===== src/verilog/cca_pkg.sv =====
// Behaviour
// - Energy mode flags energy above threshold
// - Enable receiver before energy averaging
// - Signal mode flags compliant signal presence
// - Combined mode uses programmable AND or OR
// - Energy averaged over fixed 128 us window
// - Config bit picks strength or correlator source
// - Link quality final 64 us after preamble
// - Continuous strength tracks packet when enabled
// - Assessment completion sets status bit three
// - Receive start one; completion sets bit two
// - Result, quality, strength at fixed offsets
// - Continuous value valid only when enabled
// - Programmable offset added to reported readings; the indirect strength register reads raw
// - Completion bits cleared only by writing one
`default_nettype none
package cca_pkg;
  // Direct register offsets
  localparam logic [6:0] OFS_STATUS  = 7'h00;
  localparam logic [6:0] OFS_SEQCTL  = 7'h03;
  localparam logic [6:0] OFS_CONFIG  = 7'h07;
  localparam logic [6:0] OFS_RESULT  = 7'h0b;
  localparam logic [6:0] OFS_QUALITY = 7'h25;
  localparam logic [6:0] OFS_CONT    = 7'h26;
  localparam logic [6:0] OFS_IND_WIN = 7'h3f; // Gateway to indirect space
  // Indirect register offsets
  localparam logic [7:0] IND_CCACTL  = 8'h25;
  localparam logic [7:0] IND_OFFSET  = 8'h26;
  localparam logic [7:0] IND_THRESH  = 8'h27;
  localparam logic [7:0] IND_SIGNAL_STRENGTH_INDIRECT    = 8'h5b;
  // Field positions
  localparam int unsigned BIT_RX_DONE  = 2;
  localparam int unsigned BIT_CCA_DONE = 3;
  localparam int unsigned BIT_AND_SEL  = 2; // Config: 1 = AND, 0 = OR
  localparam int unsigned BIT_LQI_SRC  = 3; // Config: 1 = correlator
  localparam int unsigned BIT_CONT_EN  = 0; // Control: continuous enable
  // Sequence commands and assessment modes
  localparam logic [7:0] SEQ_IDLE = 8'h00;
  localparam logic [7:0] SEQ_RX   = 8'h01;
  localparam logic [7:0] SEQ_CCA  = 8'h03;
  localparam logic [1:0] MODE_ED  = 2'h0;
  localparam logic [1:0] MODE_EN  = 2'h1;
  localparam logic [1:0] MODE_SIG = 2'h2;
  localparam logic [1:0] MODE_CMB = 2'h3;
  // Reset values
  localparam logic [7:0] RST_ZERO   = 8'h00;
  localparam logic [7:0] RST_OFFSET = 8'h00;
  localparam logic [7:0] RST_THRESH = 8'h4b;
  // Timing
  localparam int unsigned CLK_MHZ      = 50;
  localparam int unsigned ED_WINDOW_US = 128;
  localparam int unsigned LQI_DELAY_US = 64;
  localparam int unsigned ED_CYCLES    = ED_WINDOW_US * CLK_MHZ;
  localparam int unsigned LQI_CYCLES   = LQI_DELAY_US * CLK_MHZ;
  localparam int unsigned AVG_LOG2N    = 4; // Sixteen samples per window
  localparam int unsigned CONT_SHIFT   = 3; // Running average weight
endpackage
`default_nettype wire


===== src/verilog/cca_energy_link_quality.sv =====
`timescale 1ns/1ps
`default_nettype none
module cca_energy_link_quality #(
  parameter int unsigned ED_CYC = cca_pkg::ED_CYCLES // Energy window cycles
) (
  input  wire logic       I_SYS_CLK,    // 50 MHz system clock
  input  wire logic       I_RESET_N,    // Asynchronous reset, active low
  input  wire logic       I_SPI_CS_N,   // SPI select pin, active low
  input  wire logic       I_SPI_SCK,    // SPI clock pin
  input  wire logic       I_SPI_MOSI,   // SPI data in pin
  input  wire logic [7:0] I_SIGNAL_STRENGTH_INDIRECT,       // Digital strength from modem
  input  wire logic [7:0] I_CORR_PEAK,  // Correlator peak from modem
  input  wire logic       I_SIG_DETECT, // Compliant signal present
  input  wire logic       I_RX_READY,   // Receiver warmed up
  input  wire logic       I_PREAMBLE,   // Pulse: preamble detected
  input  wire logic       I_PKT_END,    // Pulse: packet finished
  output logic            O_RX_ENABLE,  // Receiver power request
  output logic            O_MISO,       // SPI data out
  output logic            O_MISO_OE_N   // MISO enable, active low
);
  typedef enum logic [2:0] {
    ST_IDLE    = 3'b000,
    ST_WARM    = 3'b001,
    ST_ED      = 3'b010,
    ST_ED_DONE = 3'b011,
    ST_RX_WAIT = 3'b100,
    ST_RX_LQI  = 3'b101,
    ST_RX_PKT  = 3'b110
  } state_t;

  // Reset release and pin synchronisers
  logic [1:0] rst_sync_q;                        // Reset release chain
  logic       rst_n;                             // Synchronised reset
  logic [1:0] cs_s_q, sck_s_q, mosi_s_q;         // Two-flop pin chains
  logic       sck_prev_q;                        // Edge detect history
  // Registers
  state_t     state_q, state_d;                  // Sequencer
  logic [7:0] status_q, status_d;                // Completion flags
  logic [7:0] seqctl_q, seqctl_d;                // Sequence command
  logic [7:0] cfg_q, cfg_d;                      // Mode configuration
  logic [7:0] ccactl_q, ccactl_d;                // Indirect control
  logic [7:0] ofs_q, ofs_d;                      // Offset compensation
  logic [7:0] thr_q, thr_d;                      // Energy threshold
  logic [7:0] result_q, result_d;                // Final assessment
  logic [7:0] lqi_q, lqi_d;                      // Quality or energy
  logic [7:0] cont_q, cont_d;                    // Continuous strength
  logic [7:0] signal_strength_indirect_q, signal_strength_indirect_d;                    // Last strength sample
  logic       sig_q, sig_d;                      // Signal seen in window
  logic       rx_en_q, rx_en_d;                  // Receiver request
  // SPI shifter
  logic [2:0] bit_q, bit_d;                      // Bit within byte
  logic [1:0] byte_q, byte_d;                    // Byte within frame
  logic [7:0] rx_q, rx_d;                        // Incoming shift
  logic [7:0] cmd_q, cmd_d;                      // Command byte
  logic [7:0] iadr_q, iadr_d;                    // Indirect address
  logic [7:0] tx_q, tx_d;                        // Outgoing shift
  logic [7:0] hold_q, hold_d;                    // Next byte to send
  logic       load_q, load_d;                    // Hold pending
  logic       oe_n_q;                            // Registered enable
  // Helpers
  logic       sck_rise, sck_fall;                // Synced SCK edges
  logic [7:0] byte_v;                            // Completed byte
  logic [7:0] w1c;                               // Bits cleared by host
  logic       ed_start, ed_done, lq_start, lq_done;
  logic [7:0] ed_avg, lq_avg, lq_src;
  logic       en_hit, busy;
  logic [12:0] lqi_cyc_q, lqi_cyc_d;             // Cycles in quality window

  // Saturating signed offset add, shared by every reported reading except the indirect strength register
  function automatic logic [7:0] comp(input logic [7:0] v,
                                      input logic [7:0] o);
    logic signed [9:0] s;
    s = $signed({2'b00, v}) + $signed({{2{o[7]}}, o});
    if (s < 0)
      comp = 8'h00;
    else if (s > 10'sd255)
      comp = 8'hff;
    else
      comp = s[7:0];
  endfunction

  // Reset is released through two flops
  always_ff @(posedge I_SYS_CLK or negedge I_RESET_N)
  begin
    if (!I_RESET_N)
      rst_sync_q <= 2'b00;
    else
      rst_sync_q <= {rst_sync_q[0], 1'b1};
  end
  assign rst_n = rst_sync_q[1];

  // Averaging windows: energy and link quality delay
  signal_averager #(.DIV(ED_CYC >> cca_pkg::AVG_LOG2N),
                    .LOG2N(cca_pkg::AVG_LOG2N)) u_ed_avg (
    .clk   (I_SYS_CLK),
    .rst_n (rst_n),
    .start (ed_start),
    .data  (I_SIGNAL_STRENGTH_INDIRECT),
    .done  (ed_done),
    .avg   (ed_avg)
  );
  signal_averager #(.DIV(cca_pkg::LQI_CYCLES >> cca_pkg::AVG_LOG2N),
                    .LOG2N(cca_pkg::AVG_LOG2N)) u_lq_avg (
    .clk   (I_SYS_CLK),
    .rst_n (rst_n),
    .start (lq_start),
    .data  (lq_src),
    .done  (lq_done),
    .avg   (lq_avg)
  );

  assign sck_rise = sck_s_q[1] & ~sck_prev_q;
  assign sck_fall = ~sck_s_q[1] & sck_prev_q;
  assign byte_v   = {rx_q[6:0], mosi_s_q[1]};
  assign lq_src   = cfg_q[cca_pkg::BIT_LQI_SRC] ? I_CORR_PEAK : I_SIGNAL_STRENGTH_INDIRECT;
  assign en_hit   = comp(ed_avg, ofs_q) > thr_q;
  assign busy     = (state_q != ST_IDLE);

  // Next state for sequencer, registers and SPI shifter
  always_comb
  begin
    logic       wr_dir, wr_ind, e_flag, s_flag;
    logic [8:0] dif;
    wr_dir   = 1'b0;
    wr_ind   = 1'b0;
    e_flag   = 1'b0;
    s_flag   = 1'b0;
    dif      = 9'h000;
    w1c      = 8'h00;
    state_d  = state_q;
    status_d = status_q;
    seqctl_d = seqctl_q;
    cfg_d    = cfg_q;
    ccactl_d = ccactl_q;
    ofs_d    = ofs_q;
    thr_d    = thr_q;
    result_d = result_q;
    lqi_d    = lqi_q;
    cont_d   = cont_q;
    signal_strength_indirect_d   = I_SIGNAL_STRENGTH_INDIRECT; // Instantaneous strength, refreshed every cycle
    sig_d    = sig_q;
    rx_en_d  = rx_en_q;
    bit_d    = bit_q;
    byte_d   = byte_q;
    rx_d     = rx_q;
    cmd_d    = cmd_q;
    iadr_d   = iadr_q;
    tx_d     = tx_q;
    hold_d   = hold_q;
    load_d   = load_q;
    ed_start = 1'b0;
    lq_start = 1'b0;
    // SPI framing; deselect resets the frame counters
    if (cs_s_q[1])
    begin
      bit_d  = 3'd0;
      byte_d = 2'd0;
      load_d = 1'b0;
    end
    else if (sck_rise)
    begin
      rx_d  = byte_v;
      bit_d = bit_q + 3'd1;
      if (bit_q == 3'd7)
      begin
        if (byte_q != 2'd3)
          byte_d = byte_q + 2'd1;
        load_d = 1'b1;
        hold_d = 8'h00;
        if (byte_q == 2'd0)
        begin
          cmd_d = byte_v;
          // Direct read data is prepared for the next byte
          case (byte_v[6:0])
            cca_pkg::OFS_STATUS:  hold_d = status_q;
            cca_pkg::OFS_SEQCTL:  hold_d = seqctl_q;
            cca_pkg::OFS_CONFIG:  hold_d = cfg_q;
            cca_pkg::OFS_RESULT:  hold_d = result_q;
            cca_pkg::OFS_QUALITY: hold_d = lqi_q;
            cca_pkg::OFS_CONT:    hold_d = cont_q;
            default:              hold_d = 8'h00;
          endcase
        end
        else if (byte_q == 2'd1 && cmd_q[6:0] == cca_pkg::OFS_IND_WIN)
        begin
          iadr_d = byte_v;
          case (byte_v)
            cca_pkg::IND_CCACTL: hold_d = ccactl_q;
            cca_pkg::IND_OFFSET: hold_d = ofs_q;
            cca_pkg::IND_THRESH: hold_d = thr_q;
            cca_pkg::IND_SIGNAL_STRENGTH_INDIRECT:   hold_d = signal_strength_indirect_q;
            default:             hold_d = 8'h00;
          endcase
        end
        else if (byte_q == 2'd1)
          wr_dir = ~cmd_q[7];
        else if (byte_q == 2'd2 && cmd_q[6:0] == cca_pkg::OFS_IND_WIN)
          wr_ind = ~cmd_q[7];
      end
    end
    else if (sck_fall)
    begin
      // Reads are a side-effect free copy; flags never change here
      tx_d   = load_q ? hold_q : {tx_q[6:0], 1'b0};
      load_d = 1'b0;
    end
    // Register writes; read-only offsets ignore writes
    if (wr_dir)
    begin
      case (cmd_q[6:0])
        cca_pkg::OFS_STATUS: w1c = byte_v;
        cca_pkg::OFS_SEQCTL: seqctl_d = byte_v;
        cca_pkg::OFS_CONFIG: cfg_d = byte_v;
        default: ;
      endcase
    end
    if (wr_ind)
    begin
      case (iadr_q)
        cca_pkg::IND_CCACTL: ccactl_d = byte_v;
        cca_pkg::IND_OFFSET: ofs_d = byte_v;
        cca_pkg::IND_THRESH: thr_d = byte_v;
        default: ;
      endcase
    end
    // Only the completion bits are kept; writing one clears them
    status_d = status_q & ~w1c;
    // Sequencer
    case (state_q)
      ST_IDLE:
      begin
        rx_en_d = 1'b0;
        if (wr_dir && cmd_q[6:0] == cca_pkg::OFS_SEQCTL)
        begin
          if (byte_v == cca_pkg::SEQ_CCA)
          begin
            state_d = ST_WARM;
            rx_en_d = 1'b1;
          end
          else if (byte_v == cca_pkg::SEQ_RX)
          begin
            state_d = ST_RX_WAIT;
            rx_en_d = 1'b1;
          end
        end
      end
      ST_WARM:
        if (I_RX_READY)
        begin
          state_d  = ST_ED;
          ed_start = 1'b1;
          sig_d    = 1'b0;
        end
      ST_ED:
      begin
        sig_d = sig_q | I_SIG_DETECT;
        if (ed_done)
        begin
          // Compare only when the window has closed, latch first
          e_flag = en_hit;
          s_flag = sig_q | I_SIG_DETECT;
          case (cfg_q[1:0])
            cca_pkg::MODE_SIG: result_d[0] = s_flag;
            cca_pkg::MODE_CMB: result_d[0] = cfg_q[cca_pkg::BIT_AND_SEL] ?
                                 (e_flag & s_flag) : (e_flag | s_flag);
            default:           result_d[0] = e_flag;
          endcase
          result_d[1] = e_flag;
          result_d[2] = s_flag;
          lqi_d       = comp(ed_avg, ofs_q);
          state_d     = ST_ED_DONE;
        end
      end
      ST_ED_DONE:
      begin
        status_d[cca_pkg::BIT_CCA_DONE] = 1'b1;
        rx_en_d = 1'b0;
        state_d = ST_IDLE;
      end
      ST_RX_WAIT:
        if (I_PREAMBLE)
        begin
          state_d  = ST_RX_LQI;
          lq_start = 1'b1;
        end
      ST_RX_LQI:
        if (lq_done)
        begin
          lqi_d   = comp(lq_avg, ofs_q);
          state_d = ST_RX_PKT;
        end
      ST_RX_PKT:
        if (I_PKT_END)
        begin
          status_d[cca_pkg::BIT_RX_DONE] = 1'b1;
          rx_en_d = 1'b0;
          state_d = ST_IDLE;
        end
      default:
        state_d = ST_IDLE;
    endcase
    // Abort: writing idle command stops any sequence
    if (busy && wr_dir && cmd_q[6:0] == cca_pkg::OFS_SEQCTL &&
        byte_v == cca_pkg::SEQ_IDLE)
    begin
      state_d = ST_IDLE;
      rx_en_d = 1'b0;
    end
    // Running average over the packet, same scale as link quality
    if (ccactl_q[cca_pkg::BIT_CONT_EN] &&
        (state_q == ST_RX_LQI || state_q == ST_RX_PKT))
    begin
      dif    = 9'(comp(I_SIGNAL_STRENGTH_INDIRECT, ofs_q)) - 9'(cont_q);
      cont_d = cont_q + 8'($signed(dif) >>> cca_pkg::CONT_SHIFT);
    end
  end

  // Registers; only the synchroniser chains see raw pins
  always_ff @(posedge I_SYS_CLK or negedge rst_n)
  begin
    if (!rst_n)
    begin
      cs_s_q  <= 2'b11;  sck_s_q  <= 2'b00;  mosi_s_q <= 2'b00;
      sck_prev_q <= 1'b0;
      state_q <= ST_IDLE;
      status_q <= cca_pkg::RST_ZERO;  seqctl_q <= cca_pkg::RST_ZERO;
      cfg_q    <= cca_pkg::RST_ZERO;  ccactl_q <= cca_pkg::RST_ZERO;
      ofs_q    <= cca_pkg::RST_OFFSET; thr_q   <= cca_pkg::RST_THRESH;
      result_q <= cca_pkg::RST_ZERO;  lqi_q    <= cca_pkg::RST_ZERO;
      cont_q   <= cca_pkg::RST_ZERO;  signal_strength_indirect_q   <= cca_pkg::RST_ZERO;
      sig_q <= 1'b0;  rx_en_q <= 1'b0;
      bit_q <= 3'd0;  byte_q  <= 2'd0;  rx_q <= 8'h00;  cmd_q <= 8'h00;
      iadr_q <= 8'h00;  tx_q <= 8'h00;  hold_q <= 8'h00;  load_q <= 1'b0;
      oe_n_q <= 1'b1;
    end
    else
    begin
      cs_s_q   <= {cs_s_q[0], I_SPI_CS_N};
      sck_s_q  <= {sck_s_q[0], I_SPI_SCK};
      mosi_s_q <= {mosi_s_q[0], I_SPI_MOSI};
      sck_prev_q <= sck_s_q[1];
      state_q <= state_d;
      status_q <= status_d;  seqctl_q <= seqctl_d;  cfg_q <= cfg_d;
      ccactl_q <= ccactl_d;  ofs_q <= ofs_d;  thr_q <= thr_d;
      result_q <= result_d;  lqi_q <= lqi_d;  cont_q <= cont_d;
      signal_strength_indirect_q <= signal_strength_indirect_d;  sig_q <= sig_d;  rx_en_q <= rx_en_d;
      bit_q <= bit_d;  byte_q <= byte_d;  rx_q <= rx_d;  cmd_q <= cmd_d;
      iadr_q <= iadr_d;  tx_q <= tx_d;  hold_q <= hold_d;  load_q <= load_d;
      oe_n_q <= cs_s_q[1];
    end
  end

  assign O_RX_ENABLE = rx_en_q;
  assign O_MISO      = tx_q[7];
  assign O_MISO_OE_N = oe_n_q;

  // Counts cycles spent in the quality window; at 8191 it goes back to zero instead of holding.
  // A counter is used because a delay range this long would be unrolled.
  always_comb
  begin
    lqi_cyc_d = 13'h0000;
    if (state_q == ST_RX_LQI && lqi_cyc_q != 13'h1fff)
      lqi_cyc_d = lqi_cyc_q + 13'h0001;
  end

  // Window counter register
  always_ff @(posedge I_SYS_CLK or negedge rst_n)
  begin
    if (!rst_n)
      lqi_cyc_q <= 13'h0000;
    else
      lqi_cyc_q <= lqi_cyc_d;
  end
endmodule // cca_energy_link_quality
`default_nettype wire


===== src/verilog/signal_averager.sv =====
`timescale 1ns/1ps
`default_nettype none
// Takes 2**LOG2N evenly spaced samples over a window and returns the mean
module signal_averager #(
  parameter int unsigned DIV   = 400, // Cycles between samples
  parameter int unsigned LOG2N = 4    // Log2 of sample count
) (
  input  wire logic       clk,   // System clock
  input  wire logic       rst_n, // Synchronised reset, active low
  input  wire logic       start, // Pulse: clear and begin a window
  input  wire logic [7:0] data,  // Sample source
  output logic            done,  // Pulse: window complete
  output logic [7:0]      avg    // Mean of the window
);
  logic [31:0]      div_q, div_d;   // Sample spacing divider
  logic [LOG2N:0]   cnt_q, cnt_d;   // Samples taken
  logic [LOG2N+7:0] sum_q, sum_d;   // Running sum
  logic             run_q, run_d;   // Window open
  logic             done_d;

  // Divider pulse paces the samples so the window length is exact
  always_comb
  begin
    div_d  = div_q;
    cnt_d  = cnt_q;
    sum_d  = sum_q;
    run_d  = run_q;
    done_d = 1'b0;
    if (start)
    begin
      div_d = 32'(DIV - 1);
      cnt_d = '0;
      sum_d = '0;
      run_d = 1'b1;
    end
    else if (run_q)
    begin
      if (div_q == 32'd0)
      begin
        // Take one sample, then re-arm or close
        div_d = 32'(DIV - 1);
        sum_d = sum_q + (LOG2N+8)'(data);
        cnt_d = cnt_q + 1'b1;
        if (cnt_q == (LOG2N+1)'((1 << LOG2N) - 1))
        begin
          run_d  = 1'b0;
          done_d = 1'b1;
        end
      end
      else
        div_d = div_q - 32'd1;
    end
  end

  // State registers
  always_ff @(posedge clk or negedge rst_n)
  begin
    if (!rst_n)
    begin
      div_q <= '0;
      cnt_q <= '0;
      sum_q <= '0;
      run_q <= 1'b0;
      done  <= 1'b0;
    end
    else
    begin
      div_q <= div_d;
      cnt_q <= cnt_d;
      sum_q <= sum_d;
      run_q <= run_d;
      done  <= done_d;
    end
  end

  // Mean is the top eight bits of the sum; valid with and after done
  assign avg = sum_q[LOG2N+7:LOG2N];
endmodule // signal_averager
`default_nettype wire

===== config.mk =====
export PLATFORM = sky130hd
export DESIGN_NAME = cca_energy_link_quality
export DESIGN_NICKNAME = d
export VERILOG_FILES = /design/src/verilog/cca_pkg.sv /design/src/verilog/cca_energy_link_quality.sv /design/src/verilog/signal_averager.sv
export SDC_FILE = /design/constraint.sdc
export NUM_CORES = 1
export LEC_CHECK = 0
export ABC_AREA = 1
export BUFFER_PORTS_ARGS = -buffer_cell sky130_fd_sc_hd__buf_2
export CORE_MARGIN = 8
export CORE_UTILIZATION = 45
export DETAILED_ROUTE_END_ITERATION = 10
export PLACE_DENSITY = 0.59
export SYNTH_ARGS = -nofsm -noshare
export SYNTH_HDL_FRONTEND = slang
export SYNTH_SLANG_ARGS = --single-unit

===== constraint.sdc =====
create_clock -name I_SYS_CLK -period 7.9 [get_ports I_SYS_CLK]
set_input_delay 2.37 -clock I_SYS_CLK [delete_from_list [all_inputs] [get_ports I_SYS_CLK]]
set_output_delay 2.37 -clock I_SYS_CLK [all_outputs]
set_load 0.02 [all_outputs]

# After elaboration in Yosys (flattened, before gate mapping)
# Cells that the tools add are included.
dict set report op_classes {
  order_cmp 7
  n_mul 0
  addsub 13
  mux 102
  shifts 0
  n_eq_ne 42
  n_div 0
  n_bitwise 13
  reduce_logical 46
}
# operator n
set op_table {}
lappend op_table {{32-bit two-way mux} 6}
lappend op_table {{8-bit two-way mux} 15}
lappend op_table {{12-bit two-way mux} 6}
lappend op_table {{32-bit logical NOT} 2}
lappend op_table {{32-bit by 1-bit subtractor with 32-bit output, second input constant} 2}
lappend op_table {{8-bit by 6-bit equality test with 1-bit output, second input constant} 6}
lappend op_table {{8-bit case mux with 6 select lines} 1}
lappend op_table {{1-bit two-way mux} 47}
lappend op_table {{3-bit two-way mux} 11}
lappend op_table {{8-bit case mux with 4 select lines} 1}
lappend op_table {{9-bit by 8-bit adder with 10-bit output} 3}
lappend op_table {{10-bit by 9-bit > comparator with 1-bit output, second input constant} 3}
lappend op_table {{10-bit by 1-bit less-than comparator with 1-bit output, second input constant} 3}
lappend op_table {{5-bit two-way mux} 6}
lappend op_table {{12-bit by 8-bit adder with 12-bit output} 2}
lappend op_table {{2-bit AND reduction} 12}
lappend op_table {{7-bit by 6-bit equality test with 1-bit output, second input constant} 3}
lappend op_table {{3-bit case mux with 6 select lines} 1}
lappend op_table {{2-bit nonzero test} 9}
lappend op_table {{8-bit case mux with 2 select lines} 1}
lappend op_table {{7-bit by 2-bit equality test with 1-bit output, second input constant} 2}
lappend op_table {{7-bit by 3-bit equality test with 1-bit output, second input constant} 2}
lappend op_table {{7-bit logical NOT} 2}
lappend op_table {{3-bit equality test, second input constant} 4}
lappend op_table {{other kinds (39)} 73}
dict set report word_totals {
  latch_bits 0
  inputBits 25
  mem_bits_ro 0
  output_inout_bits 3
  word_cells 260
  mem_bits_rw 0
  reg_bits 237
  mem_count 0
}

# Logic depth before layout (Yosys ltp)
# Gate-level depths: netlist of run 1.
dict set report logic_depth {
  depth_word 12
  depth_mapped 36
  ltp_nobuf 36
}

# Hierarchy
# Synthesis of run 1 repeated with hierarchy kept, for this count alone.
dict set report hier_totals {
  hier_cells 1982
  hier_area_um2 15103.2
}
# mod cells_each seq_area_each_um2 area_per_inst_um2 instances
set modules_own_cells {}
lappend modules_own_cells {cca_energy_link_quality 1064 3387.0 8383.0 1}
lappend modules_own_cells {{signal_averager (u_ed_avg)} 457 1276.2 3374.5 1}
lappend modules_own_cells {{signal_averager (u_lq_avg)} 461 1276.2 3345.7 1}

# Least setup slack after synthesis of run 1
# No wires, ideal clock.
dict set report synth_timing {
  path_type {input to register}
  from {in I_SIGNAL_STRENGTH_INDIRECT[0]}
  to {reg cont_q[7]}
  setup_time_ps 117
  t_required_ps 7783
  path_stages 34
  path_slack_ps 1715
  arrival_time_ps 6068
  n_path_buf 0
  cell_sequence {ha_1 inv_1 fa_1 inv_1 nand3_1 nand2_1 nand2_1 nand2_1 inv_1 nand3_1 nand2_1 o21ai_0 inv_1 ha_1 a21oi_1 nand2_4 nand2_2 nand2_2 xor2_1 ha_1 nand2_1 nor2_1 a211oi_1 nor2_1 nor2_1 o21ai_0 and2_1 nor2_1 o21bai_1 inv_1 nand2_1 nand3_1 nand2_1 nand2_1}
}
dict set report synth_between {
  elab_chain_len 7
  elab_cells_between_ends 8
  classes_between {add/sub (3); order compare (2); mux (3)}
}
# element line_no
set synth_lines {}
lappend synth_lines {{from (decl)} cca_energy_link_quality.sv:11} ;# input wire logic [7:0] I_SIGNAL_STRENGTH_INDIRECT,
lappend synth_lines {{9-bit by 8-bit adder with 10-bit output (*)} cca_energy_link_quality.sv:73} ;# s = $signed({2'b00, v}) + $signed({{2{o[7]}}, o});
lappend synth_lines {{10-bit by 9-bit > comparator with 1-bit output} cca_energy_link_quality.sv:76} ;# else if (s > 10'sd255)
lappend synth_lines {{8-bit two-way mux} cca_energy_link_quality.sv:76}
lappend synth_lines {{8-bit two-way mux (*)} cca_energy_link_quality.sv:74} ;# if (s < 0)
lappend synth_lines {{8-bit two-way mux (*)} cca_energy_link_quality.sv:310} ;# if (ccactl_q[cca_pkg::BIT_CONT_EN] &&
lappend synth_lines {{8-bit by 8-bit subtractor with 9-bit output (*)} cca_energy_link_quality.sv:313} ;# dif = 9'(comp(I_SIGNAL_STRENGTH_INDIRECT, ofs_q)) - 9'(cont_q);
lappend synth_lines {{8-bit adder (*)} cca_energy_link_quality.sv:314} ;# cont_d = cont_q + 8'($signed(dif) >>> cca_pkg::CONT_SHIFT);
lappend synth_lines {{to (signal assigned)} cca_energy_link_quality.sv:330} ;# cont_q <= cca_pkg::RST_ZERO; signal_strength_indirect_q <= cca_pkg::RST_ZERO;
lappend synth_lines {{to (signal assigned)} cca_energy_link_quality.sv:345} ;# result_q <= result_d; lqi_q <= lqi_d; cont_q <= cont_d;
lappend synth_lines {{to (decl)} cca_energy_link_quality.sv:46} ;# logic [7:0] cont_q, cont_d;
# Mark *: on every way between the ends. The rest lies on a longest branch, timed or not. The select of a mux whose other input is x is not followed.
# A chain may end at the register's enable or synchronous reset.

# Final worst setup path of run 1
# Same ends and word-level chain as after synthesis.

==> metrics.txt, run 1 <==
largest net degree at the start of global routing 78; period utilization 0.777; H-Tree Depth 1; cell family with most CP delay simple AND/OR/NAND/NOR gates; starting density of the core 0.454; CP endpoint cont_q[7]; core box area between 0.03 and 0.04 mm2; fillers around 3000; die height 194 um; P_leak about 7.9 nW; worst hold slack between 0.2 and 0.3 ns; Main synth FF type dfrtp_1; Post-synth EDFFs 0; vias in the first global route 11100; Setup crit end kind register; sequential share of the synthesized area 0.418; worst endpoint required time roughly 8.3 ns; Crit path largest cell delay 0.40 ns; Final Util 0.503; Port Buf Inserts 27; Clock Tree Root clkbuf_16; WL per Instance between 15 and 20 um; switching portion of total power 0.366; GRT overflow 0; Combinational Power Share 0.300; Vias about 12000; status finished clean; antenna cells 0; cell area after synthesis 0.0142 mm2; RR Endpoint cont_q[7]; CTS resizes 0; peak supply drop 0.174 mV; RSZ-0062 raised after global routing no; P_sw 0.00157 W; Critical Path AT 6.58 ns; Slowest-stage cell, CP fa_1; initial antenna violation count 0; fin. max-slew vios 0; DIE WIDTH between 150 and 200 um; synth-to-layout area growth 10.9%; cell mode on critical path nand2_1; endpoints failing setup 0; critical path class input pin to register; HPWL Detailed ~26000 um; setup_tns 0 ns; DRT antenna net count 0; post-CTS setup buffer count 0; Fin Clk Skew ~0.016 ns; final instance area roughly 0.016 mm2; r2r startpoint ofs_q[0]; Rel. slew slack 0.320; Fin. Hold Viols 0; Avg Cell Area, Syn between 8 and 9 um2; Reg2Reg Depth 34; Total GRT Usage 0.187; most common cell after layout, fill and taps aside nand2_1; P_int between 0.002 and 0.003 W; DP Area approximately 0.015 mm2; CTS Buffer Depth 3; clock transition at the registers of the reported paths around 0.060 ns; hold bufs inserted after CTS 0; worst setup path startpoint I_SIGNAL_STRENGTH_INDIRECT[0]; worst reg-to-reg setup slack between 3 and 4 ns; synthesized instance count roughly 1800; fin crit period around 6.1 ns; DRT Wirelength roughly 35000 um; Nets between 1500 and 2000; crit path buf inv count 6; Total Power roughly 0.0043 W; DR vias/cell ~5.2; DRC Markers 0; Max-Cap Viols 0; Flop pwr share 0.383; Initial DRC Count about 820; Hold Path Class register to asynchronous set/reset pin; DIE AREA ~0.038 mm2; Pwr Density about 270 mW/mm2; latest clock arrival within the worst-skew pair about 0.56 ns; first-pass GRT wire length around 58000 um; Achievable Freq 163 MHz; routability cong. just over 0.9; CTS Buf Count 29; clock sink count approximately 240; Yosys cell types between 60 and 70; CP Max Fanout 5; Pre-antenna DRT Iters 7; ys async rst share 1.00; CTS tree yes; Crit path depth 35; Yosys reg bits ~240; Yosys warnings 0; syn_nets roughly 1900; most frequent cells in the layout nand2_1 (363), inv_1 (249), dfrtp_1 (229); Worst-Margin Slew a little over 1 ns; clock power share 0.317; io pins 28; # rows 65; startpoint types input pin; share of cells above drive strength 1 0.0957
## through the flow
stage / std cells / setup slack (ns)
floorplan: 1773 / 0.819
global placement: 2178 / 1.27
detailed placement: 2178 / 1.20
CTS: 2230 / 1.77
global route: 2230 / 1.22
finish: 2230 / 1.76
## logic make-up after synthesis
group / share of synthesized area
other: 0.000264
XOR/XNOR: 0.0477
buffers and inverters: 0.0800
multiplexers: 0.00705
flip-flops: 0.418
adder cells (fa/ha/maj): 0.0789
AO/OA/AOI/OAI: 0.129
AND/OR/NAND/NOR: 0.239
## how the worst min path moves through the flow
stage	endpoint	slack (ns)
global route	u_ed_avg.cnt_q[0]	0.34
finish	u_ed_avg.cnt_q[0]	0.29
floorplan	mosi_s_q[1]	0.33
CTS	u_ed_avg.cnt_q[0]	0.32
global placement	u_ed_avg.cnt_q[0]	0.31
detailed placement	u_ed_avg.cnt_q[0]	0.31
## registers in the layout, summed over array words and instances (netlist names), 3 cells and up
name,cells
signal_strength_indirect_q,8
thr_q,8
cmd_q,8
u_ed_avg.cnt_q,5
lqi_q,8
u_lq_avg.cnt_q,5
bit_q,3
state_q,3
rx_q,7
hold_q,8
result_q,3
ofs_q,8
u_lq_avg.div_q,32
u_ed_avg.sum_q,12
cfg_q,8
tx_q,8
u_lq_avg.sum_q,12
u_ed_avg.div_q,32
seqctl_q,8
iadr_q,8
ccactl_q,8
status_q,8
cont_q,8
## cell usage after synthesis, types with 5 or more instances
cell      instances  area share
ha_1             80       0.070
a221oi_1          6      0.0037
xnor2_1          25       0.015
o211ai_1         14      0.0074
nand2_2          14      0.0062
nor3_2            5      0.0035
o21ai_0         127       0.045
xor2_1           46       0.028
o22ai_1          25       0.011
nand3_1          77       0.027
mux2i_1          10      0.0070
fa_1              6      0.0085
a21oi_1          70       0.025
a21oi_2           7      0.0043
nor4_1           12      0.0053
clkbuf_1         16      0.0042
inv_2            16      0.0042
nor2_2           12      0.0053
nor2_1          184       0.049
o21a_1            7      0.0037
o21ai_1          24      0.0085
o31ai_1           9      0.0048
nand4_1          17      0.0075
dfrtp_1         230        0.41
nor3_1           32       0.011
nand2_1         363       0.096
or2_2             7      0.0031
inv_1           249       0.066
dfstp_2           7       0.013
a31oi_1           9      0.0040
buf_2             9      0.0032
## power by group through the flow
stage	Sequential, W	Clock, W	Combinational (W)
final	0.00164	0.00136	0.00129
after global routing	0.00167	0.00144	0.00148
after CTS	0.00164	0.00140	0.00129
after detailed placement	0.00166	0	0.00128
after global placement	0.00166	0	0.00126
after floorplan	0.00161	0	0.000995
## layer usage
| layer | GRT usage | routed length, um | vias up |
|---|---|---|---|
| li1 | - | - | 5863 |
| met1 | 0.274 | 17700 | 5469 |
| met2 | 0.284 | 15100 | 257 |
| met3 | 0.0300 | 1680 | 57 |
| met4 | 0.0493 | 961 | 0 |
| met5 | 0 | 0 | - |
## worst register-to-register path: cells and delay by family, from the launching register on
kind	cells	cell delay, ns
simple gates	19	1.61
fa+ha+maj	4	1.34
compound gates	5	0.78
flops	1	0.56
buf+inv	5	0.29
xor+xnor	1	0.14
## layout make-up
type	count	area, um2	share of cell area
Clock buffer	45	896	0.0569
Clock inverter	7	91.3	0.00580
Inverter	268	1010	0.0640
Multi-Input combinational cell	1239	7130	0.453
Sequential cell	237	5940	0.377
Tap cell	402	503	0.0319
Timing Repair Buffer	32	173	0.0110
Power figures use the tool's default switching activity.
==> inputs of run 2 (changes only) <==
--- a/config.mk
+++ b/config.mk
@@ -10,7 +10,7 @@
 export CORE_MARGIN = 8
 export CORE_UTILIZATION = 45
 export DETAILED_ROUTE_END_ITERATION = 10
-export PLACE_DENSITY = 0.59
+export PLACE_DENSITY = 0.62
 export SYNTH_ARGS = -nofsm -noshare
 export SYNTH_HDL_FRONTEND = slang
 export SYNTH_SLANG_ARGS = --single-unit
==> constraint.sdc (replaced) <==
create_clock -name I_SYS_CLK -period 4.91 [get_ports I_SYS_CLK]
set_input_delay 1.473 -clock I_SYS_CLK [delete_from_list [all_inputs] [get_ports I_SYS_CLK]]
set_output_delay 1.473 -clock I_SYS_CLK [all_outputs]
set_load 0.02 [all_outputs]
==> run 2 against run 1 <==
Effect of this change:
- highest routed layer unchanged
- via count increased by 1.8%
- global-route usage increased by 0.33 points
- count of clock-buffer cells in the layout decreased by 10
- worst hold slack improved by 0.058 ns
- clock skew decreased by 0.0061 ns
- critical path type unchanged
- total power increased by 64%
- sequential share of layout area decreased by 1.5 points
==> metrics.txt, run 2 (synthesized netlist as in run 1, its figures left out) <==
Slowest-stage cell, CP fa_2; RR Endpoint cont_q[7]; peak supply drop 0.313 mV (+80%); endpoints failing setup 0 (unchanged); hold endpoint sck_s_q[1]; Max-Cap Viols 0 (unchanged); Pre-antenna DRT Iters 5 (-2); GRT overflow 0 (unchanged); r2r startpoint ofs_q[0]; Hold Path Class register to register; Nets 1974 (+2.9%); WL per Instance 15.8 um (-0.69%); Achievable Freq approximately 210 MHz; CTS Buf Count 28 (-3.4%); DP Worst Slack -0.479 ns (-1.68 ns); cell mode on critical path nand2_1; vias in the first global route 11200 (+0.53%); Fin Clk Skew 0.00980 ns (-0.00615 ns); WHS Path Cells 0; starting density of the core 0.454 (unchanged); P_leak 8.20 nW (+4.2%); Crit path largest cell delay 0.39 ns (about the same); worst endpoint required time 5.34 ns (-3.00 ns); Finished Layout Cells 2287 (+2.6%); Placed Cells incl. Taps 2232 (+2.5%); Worst-Margin Slew 0.948 ns (-0.0714 ns); # rows 65 (unchanged); Rel. slew slack 0.368 (+0.0476); fin crit period 4.81 ns; CP Max Fanout 4 (-1); Pwr Density 430 mW/mm2 (+58%); clock transition at the registers of the reported paths 0.06 ns (about the same); DR vias/cell 5.18 (-0.75%); hold bufs inserted after CTS 0 (unchanged); CTS Buffer Depth 3 (unchanged); hold_sp sck_s_q[0]; DRC Markers 0 (unchanged); H-Tree Depth 1 (unchanged); largest registers u_ed_avg.div_q: 32 flops, u_lq_avg.div_q: 32 flops; critical path class input pin to register; HPWL Detailed 27000 um (+2.9%); Setup crit end kind register; share of cells above drive strength 1 0.135 (+0.0390); Critical Path AT 5.24 ns (-1.34 ns); status finished clean; io pins 28 (unchanged); die height 194 um (unchanged); Total GRT Usage 0.191 (+0.00334); DIE WIDTH 194 um (unchanged); Initial DRC Count 853 (+4.7%); startpoint types input pin; antenna cells 0 (unchanged); most frequent cells in the layout nand2_1 (361), inv_1 (247), dfrtp_1 (229); core box area 0.0313 mm2 (unchanged); Reg2Reg Depth 34 (unchanged); initial antenna violation count 0 (unchanged); DRT antenna net count 0 (unchanged); synth-to-layout area growth 15.3%; fin. max-slew vios 0 (unchanged); period utilization 0.979; CTS tree yes; Clock Tree Root clkbuf_16; DRT Wirelength 36000 um (+1.8%); latest clock arrival within the worst-skew pair 0.54 ns (-0.02 ns); Fin. Hold Viols 0 (unchanged); first-pass GRT wire length 59200 um (+1.3%); DIE AREA 0.0375 mm2 (unchanged); Vias 11900 (+1.8%); routability cong. 0.879 (-4.7%); clock sink count 237 (unchanged); Port Buf Inserts 27 (unchanged); worst reg-to-reg setup slack 0.53 ns (-2.53 ns); final worst setup slack 0.101 ns (-1.66 ns); most common cell after layout, fill and taps aside nand2_1; largest net degree at the start of global routing 95 (+22%); RSZ-0062 raised after global routing yes; worst setup path startpoint I_SIGNAL_STRENGTH_INDIRECT[0]
==> run 2: changes by cell type in the layout (fill, tap and decap cells not counted), sizes merged <==
cell | before | now
buf | 32 | 89
bufinv | 2 | 6
clkbuf | 45 | 35
clkinv | 6 | 13
inv | 266 | 265
==> run 2: how the worst max path moves through the flow <==
stage,endpoint,slack (ns),cells past startpoint
after floorplan,cont_q[7],-0.14,33
after global placement,cont_q[7],-0.39,34
after detailed placement,cont_q[7],-0.48,33
after CTS,cont_q[7],0.08,33
after global routing,cont_q[7],-0.19,36
final,cont_q[7],0.10,35
==> run 2: layout make-up <==
cell class                      count  area, um2
Clock buffer                       35        798
Clock inverter                     17        245
Inverter                          268       1010
Multi-Input combinational cell   1239       7250
Tap cell                          402        503
Fill cell                        2928      14900
Timing Repair Buffer               89        636
Sequential cell                   237       5940
==> run 2: metal layers <==
metal / wire length (um) / track usage / vias to the layer above
met1: 17400 / 0.274 / 5534
met4: 965 / 0.0536 / 0
li1: - / - / 5987
met3: 2370 / 0.0378 / 49
met5: 0 / 0 / -
met2: 15300 / 0.288 / 284
==> run 2: worst max-delay path, delay by kind of cell <==
| kind | cells | cell delay (ns) |
|---|---|---|
| simple gates | 19 | 1.53 |
| buf+inv | 7 | 0.50 |
| xor+xnor | 1 | 0.19 |
| compound gates | 4 | 0.48 |
| fa+ha+maj | 4 | 1.07 |
==> run 2: what timing repair did <==
item / 4_1_cts / 5_1_grt
resized for setup: 0 / 17
endpoints found under the setup margin: 0 / 2
setup buffers: 0 / 3
==> run 2: stage by stage <==
step | power [W] | hold WS (ns) | instance area [um2] | util | setup TNS, ns
2_1_floorplan | 0.00419 | 0.331 | 14300 | - | -0.145
3_3_place_gp | 0.00469 | 0.336 | 15200 | 0.487 | -0.813
3_5_place_dp | 0.00474 | 0.336 | 15200 | 0.487 | -1.16
4_1_cts | 0.00709 | 0.349 | 16300 | 0.520 | 0
6_report | 0.00705 | 0.347 | 16400 | 0.523 | 0
5_1_grt | 0.00753 | 0.352 | 16400 | 0.523 | -0.296
==> run 2: power by group <==
group / internal (W) / leakage [nW] / switching [W]
logic: 0.000759 / 4.65 / 0.00133
registers: 0.00230 / 3.03 / 0.000336
clock network: 0.00146 / 0.519 / 0.000850
==> inputs of run 3 (changes only) <==
--- a/config.mk
+++ b/config.mk
@@ -11,6 +11,7 @@
 export CORE_UTILIZATION = 45
 export DETAILED_ROUTE_END_ITERATION = 10
 export PLACE_DENSITY = 0.62
+export REMOVE_ABC_BUFFERS = 1
 export SYNTH_ARGS = -nofsm -noshare
 export SYNTH_HDL_FRONTEND = slang
 export SYNTH_SLANG_ARGS = --single-unit
==> run 3 against run 2 <==
Effect of this change:
- routed wire length down 1.0%
- critical path depth up 1
- critical path type unchanged
- count of clock-buffer cells in the layout up 1
- critical endpoint unchanged
- highest routed layer unchanged
- clock skew up 0.0015 ns
==> metrics.txt, run 3 (synthesized netlist as in run 1, its figures left out) <==
fin crit period 4.85 ns (+0.0424 ns); DIE WIDTH 194 um (unchanged); global routing's busiest layer met2; fillers 2951 (+0.79%); CTS Buffer Depth 3 (unchanged); startpoint types input pin; Nets 1975 (+0.051%); die height 194 um (unchanged); Pre-antenna DRT Iters 5 (unchanged); Slowest-stage cell, CP fa_2; GRT overflow 0 (unchanged); Total GRT Usage 0.191 (+0.000220); DR vias/cell 5.21 (+0.60%); core box area 0.0313 mm2 (unchanged); routability cong. 0.908 (+3.2%); CP Max Fanout 3 (-1); Port Buf Inserts 27 (unchanged); DIE AREA 0.0375 mm2 (unchanged); Finished Layout Cells 2288 (+0.044%); Fin. Hold Viols 0 (unchanged); HPWL Detailed 26500 um (-2.1%); DRT Wirelength 35700 um (-1.0%); Placed Cells incl. Taps 2232 (unchanged); peak supply drop 0.319 mV (+2.1%); GR Layer Usage met3 0.0259 (-0.0120); largest net degree at the start of global routing 125 (+32%); r2r startpoint ofs_q[0]; latest clock arrival within the worst-skew pair 0.55 ns (about the same); io pins 28 (unchanged); CTS Buf Count 28 (unchanged); Setup crit end kind register; Pwr Density 432 mW/mm2 (+0.39%); Achievable Freq 206 MHz (-0.87%); most frequent cells in the layout nand2_1 (358), inv_1 (247), dfrtp_1 (229); clock sink count 237 (unchanged); RSZ-0062 raised after global routing yes; H-Tree Depth 1 (unchanged); Vias 11900 (+0.64%); Crit path largest cell delay 0.39 ns (about the same); most common cell after layout, fill and taps aside nand2_1; share of cells above drive strength 1 0.138 (+0.00364); initial antenna violation count 0 (unchanged); Fin Clk Skew 0.0113 ns (+0.00154 ns); synth-to-layout area growth 15.6%; Worst-Margin Slew 1.07 ns (+0.119 ns); CTS tree yes; area of the multi-input gates 0.00727 mm2 (+0.24%); DRT antenna net count 0 (unchanged); Max-Cap Viols 0 (unchanged); Critical Path AT 5.29 ns (+0.05 ns); cell mode on critical path nand2_2; Initial DRC Count 801 (-6.1%); endpoints failing setup 0 (unchanged); worst endpoint required time 5.35 ns (about the same); starting density of the core 0.454 (unchanged); met2 Use GR 0.313 (+0.0246); Rel. slew slack 0.285 (-0.0831); worst reg-to-reg setup slack 0.57 ns (+0.04 ns); WL per Instance 15.6 um (-1.0%); GRT met1 Usage 0.259 (-0.0149); status finished clean; period utilization 0.988 (+0.00863); clock transition at the registers of the reported paths 0.06 ns (about the same); Reg2Reg Depth 35 (+2.9%); Register Area 0.00594 mm2 (unchanged); worst hold slack 0.346 ns (-0.00149 ns); critical path class input pin to register; largest registers u_ed_avg.div_q: 32 flops, u_lq_avg.div_q: 32 flops; Hold Path Class register to asynchronous set/reset pin; Total Power 0.00709 W (+0.65%); first-pass GRT wire length 60000 um (+1.4%); fin. max-slew vios 0 (unchanged); vias in the first global route 11900 (+6.1%); DRC Markers 0 (unchanged); antenna cells 0 (unchanged); RR Endpoint cont_q[7]; hold bufs inserted after CTS 0 (unchanged); Clock Tree Root clkbuf_16; P_leak 8.20 nW (about the same); # rows 65 (unchanged)
## run 3: changes by cell type in the layout (fill, tap and decap cells not counted), moves of 2 or more
| cell | previous run | this run |
|---|---|---|
| nand3_2 | 4 | 8 |
| nand2_1 | 361 | 358 |
| clkinvlp_4 | 1 | 3 |
| nand3_4 | 2 | 0 |
| nand2_2 | 16 | 19 |
| nand3_1 | 75 | 73 |
| clkinv_2 | 9 | 6 |
## run 3: how the worst max path moves through the flow
| stage | from | endpoint | slack, ns |
|---|---|---|---|
| 6_report | I_SIGNAL_STRENGTH_INDIRECT[0] | cont_q[7] | 0.06 |
| 3_3_place_gp | I_SIGNAL_STRENGTH_INDIRECT[0] | cont_q[7] | -0.63 |
| 4_1_cts | I_SIGNAL_STRENGTH_INDIRECT[0] | cont_q[7] | 0.008 |
| 3_5_place_dp | I_SIGNAL_STRENGTH_INDIRECT[0] | cont_q[7] | -0.70 |
| 5_1_grt | I_SIGNAL_STRENGTH_INDIRECT[0] | cont_q[7] | -0.27 |
| 2_1_floorplan | rst_sync_q[1] | O_RX_ENABLE | -2.17 |
## run 3: area by class of cell
type                            count  share of cell area
Multi-Input combinational cell   1239               0.443
Sequential cell                   237               0.362
Inverter                          268              0.0613
Clock buffer                       36              0.0488
Timing Repair Buffer               90              0.0386
Tap cell                          402              0.0306
Clock inverter                     16              0.0162
## run 3: what timing repair did
item,CTS,global route
setup endpoints to repair,1,4
hold endpoints to repair,0,0
gates resized for setup,5,31
setup buffers,1,3
pin swaps,2,25
gates cloned,0,0
## run 3: critical path: cells and delay by family
family                     cells  cell delay, ns
buffers and inverters          7            0.54
AOI/OAI and AO/OA              3            0.41
xor gates and xnor gates       1            0.16
and+or+nand+nor               21            1.63
adders and majority gates      4            1.07
## run 3: layer usage
metal	part of all wire	up-vias
li1	-	5988
met2	0.46	260
met3	0.045	65
met4	0.031	0
met1	0.47	5617
met5	0	-
## run 3: stage by stage
stage / TNS [ns] / instance area, um2 / util / setup WS [ns]
after floorplan: -497.37 / 14100 / - / -2.17
after global placement: -1.60 / 15200 / 0.485 / -0.630
after detailed placement: -2.02 / 15200 / 0.485 / -0.703
after CTS: 0 / 16300 / 0.519 / 0.00819
after global routing: -0.265 / 16400 / 0.525 / -0.265
final: 0 / 16400 / 0.525 / 0.0585
## run 3: where the power goes
part	total (W)	leakage (nW)	internal [W]	switching, W
logic	0.00209	4.65	0.000759	0.00133
clock network	0.00238	0.519	0.00152	0.000860
registers	0.00263	3.03	0.00230	0.000326
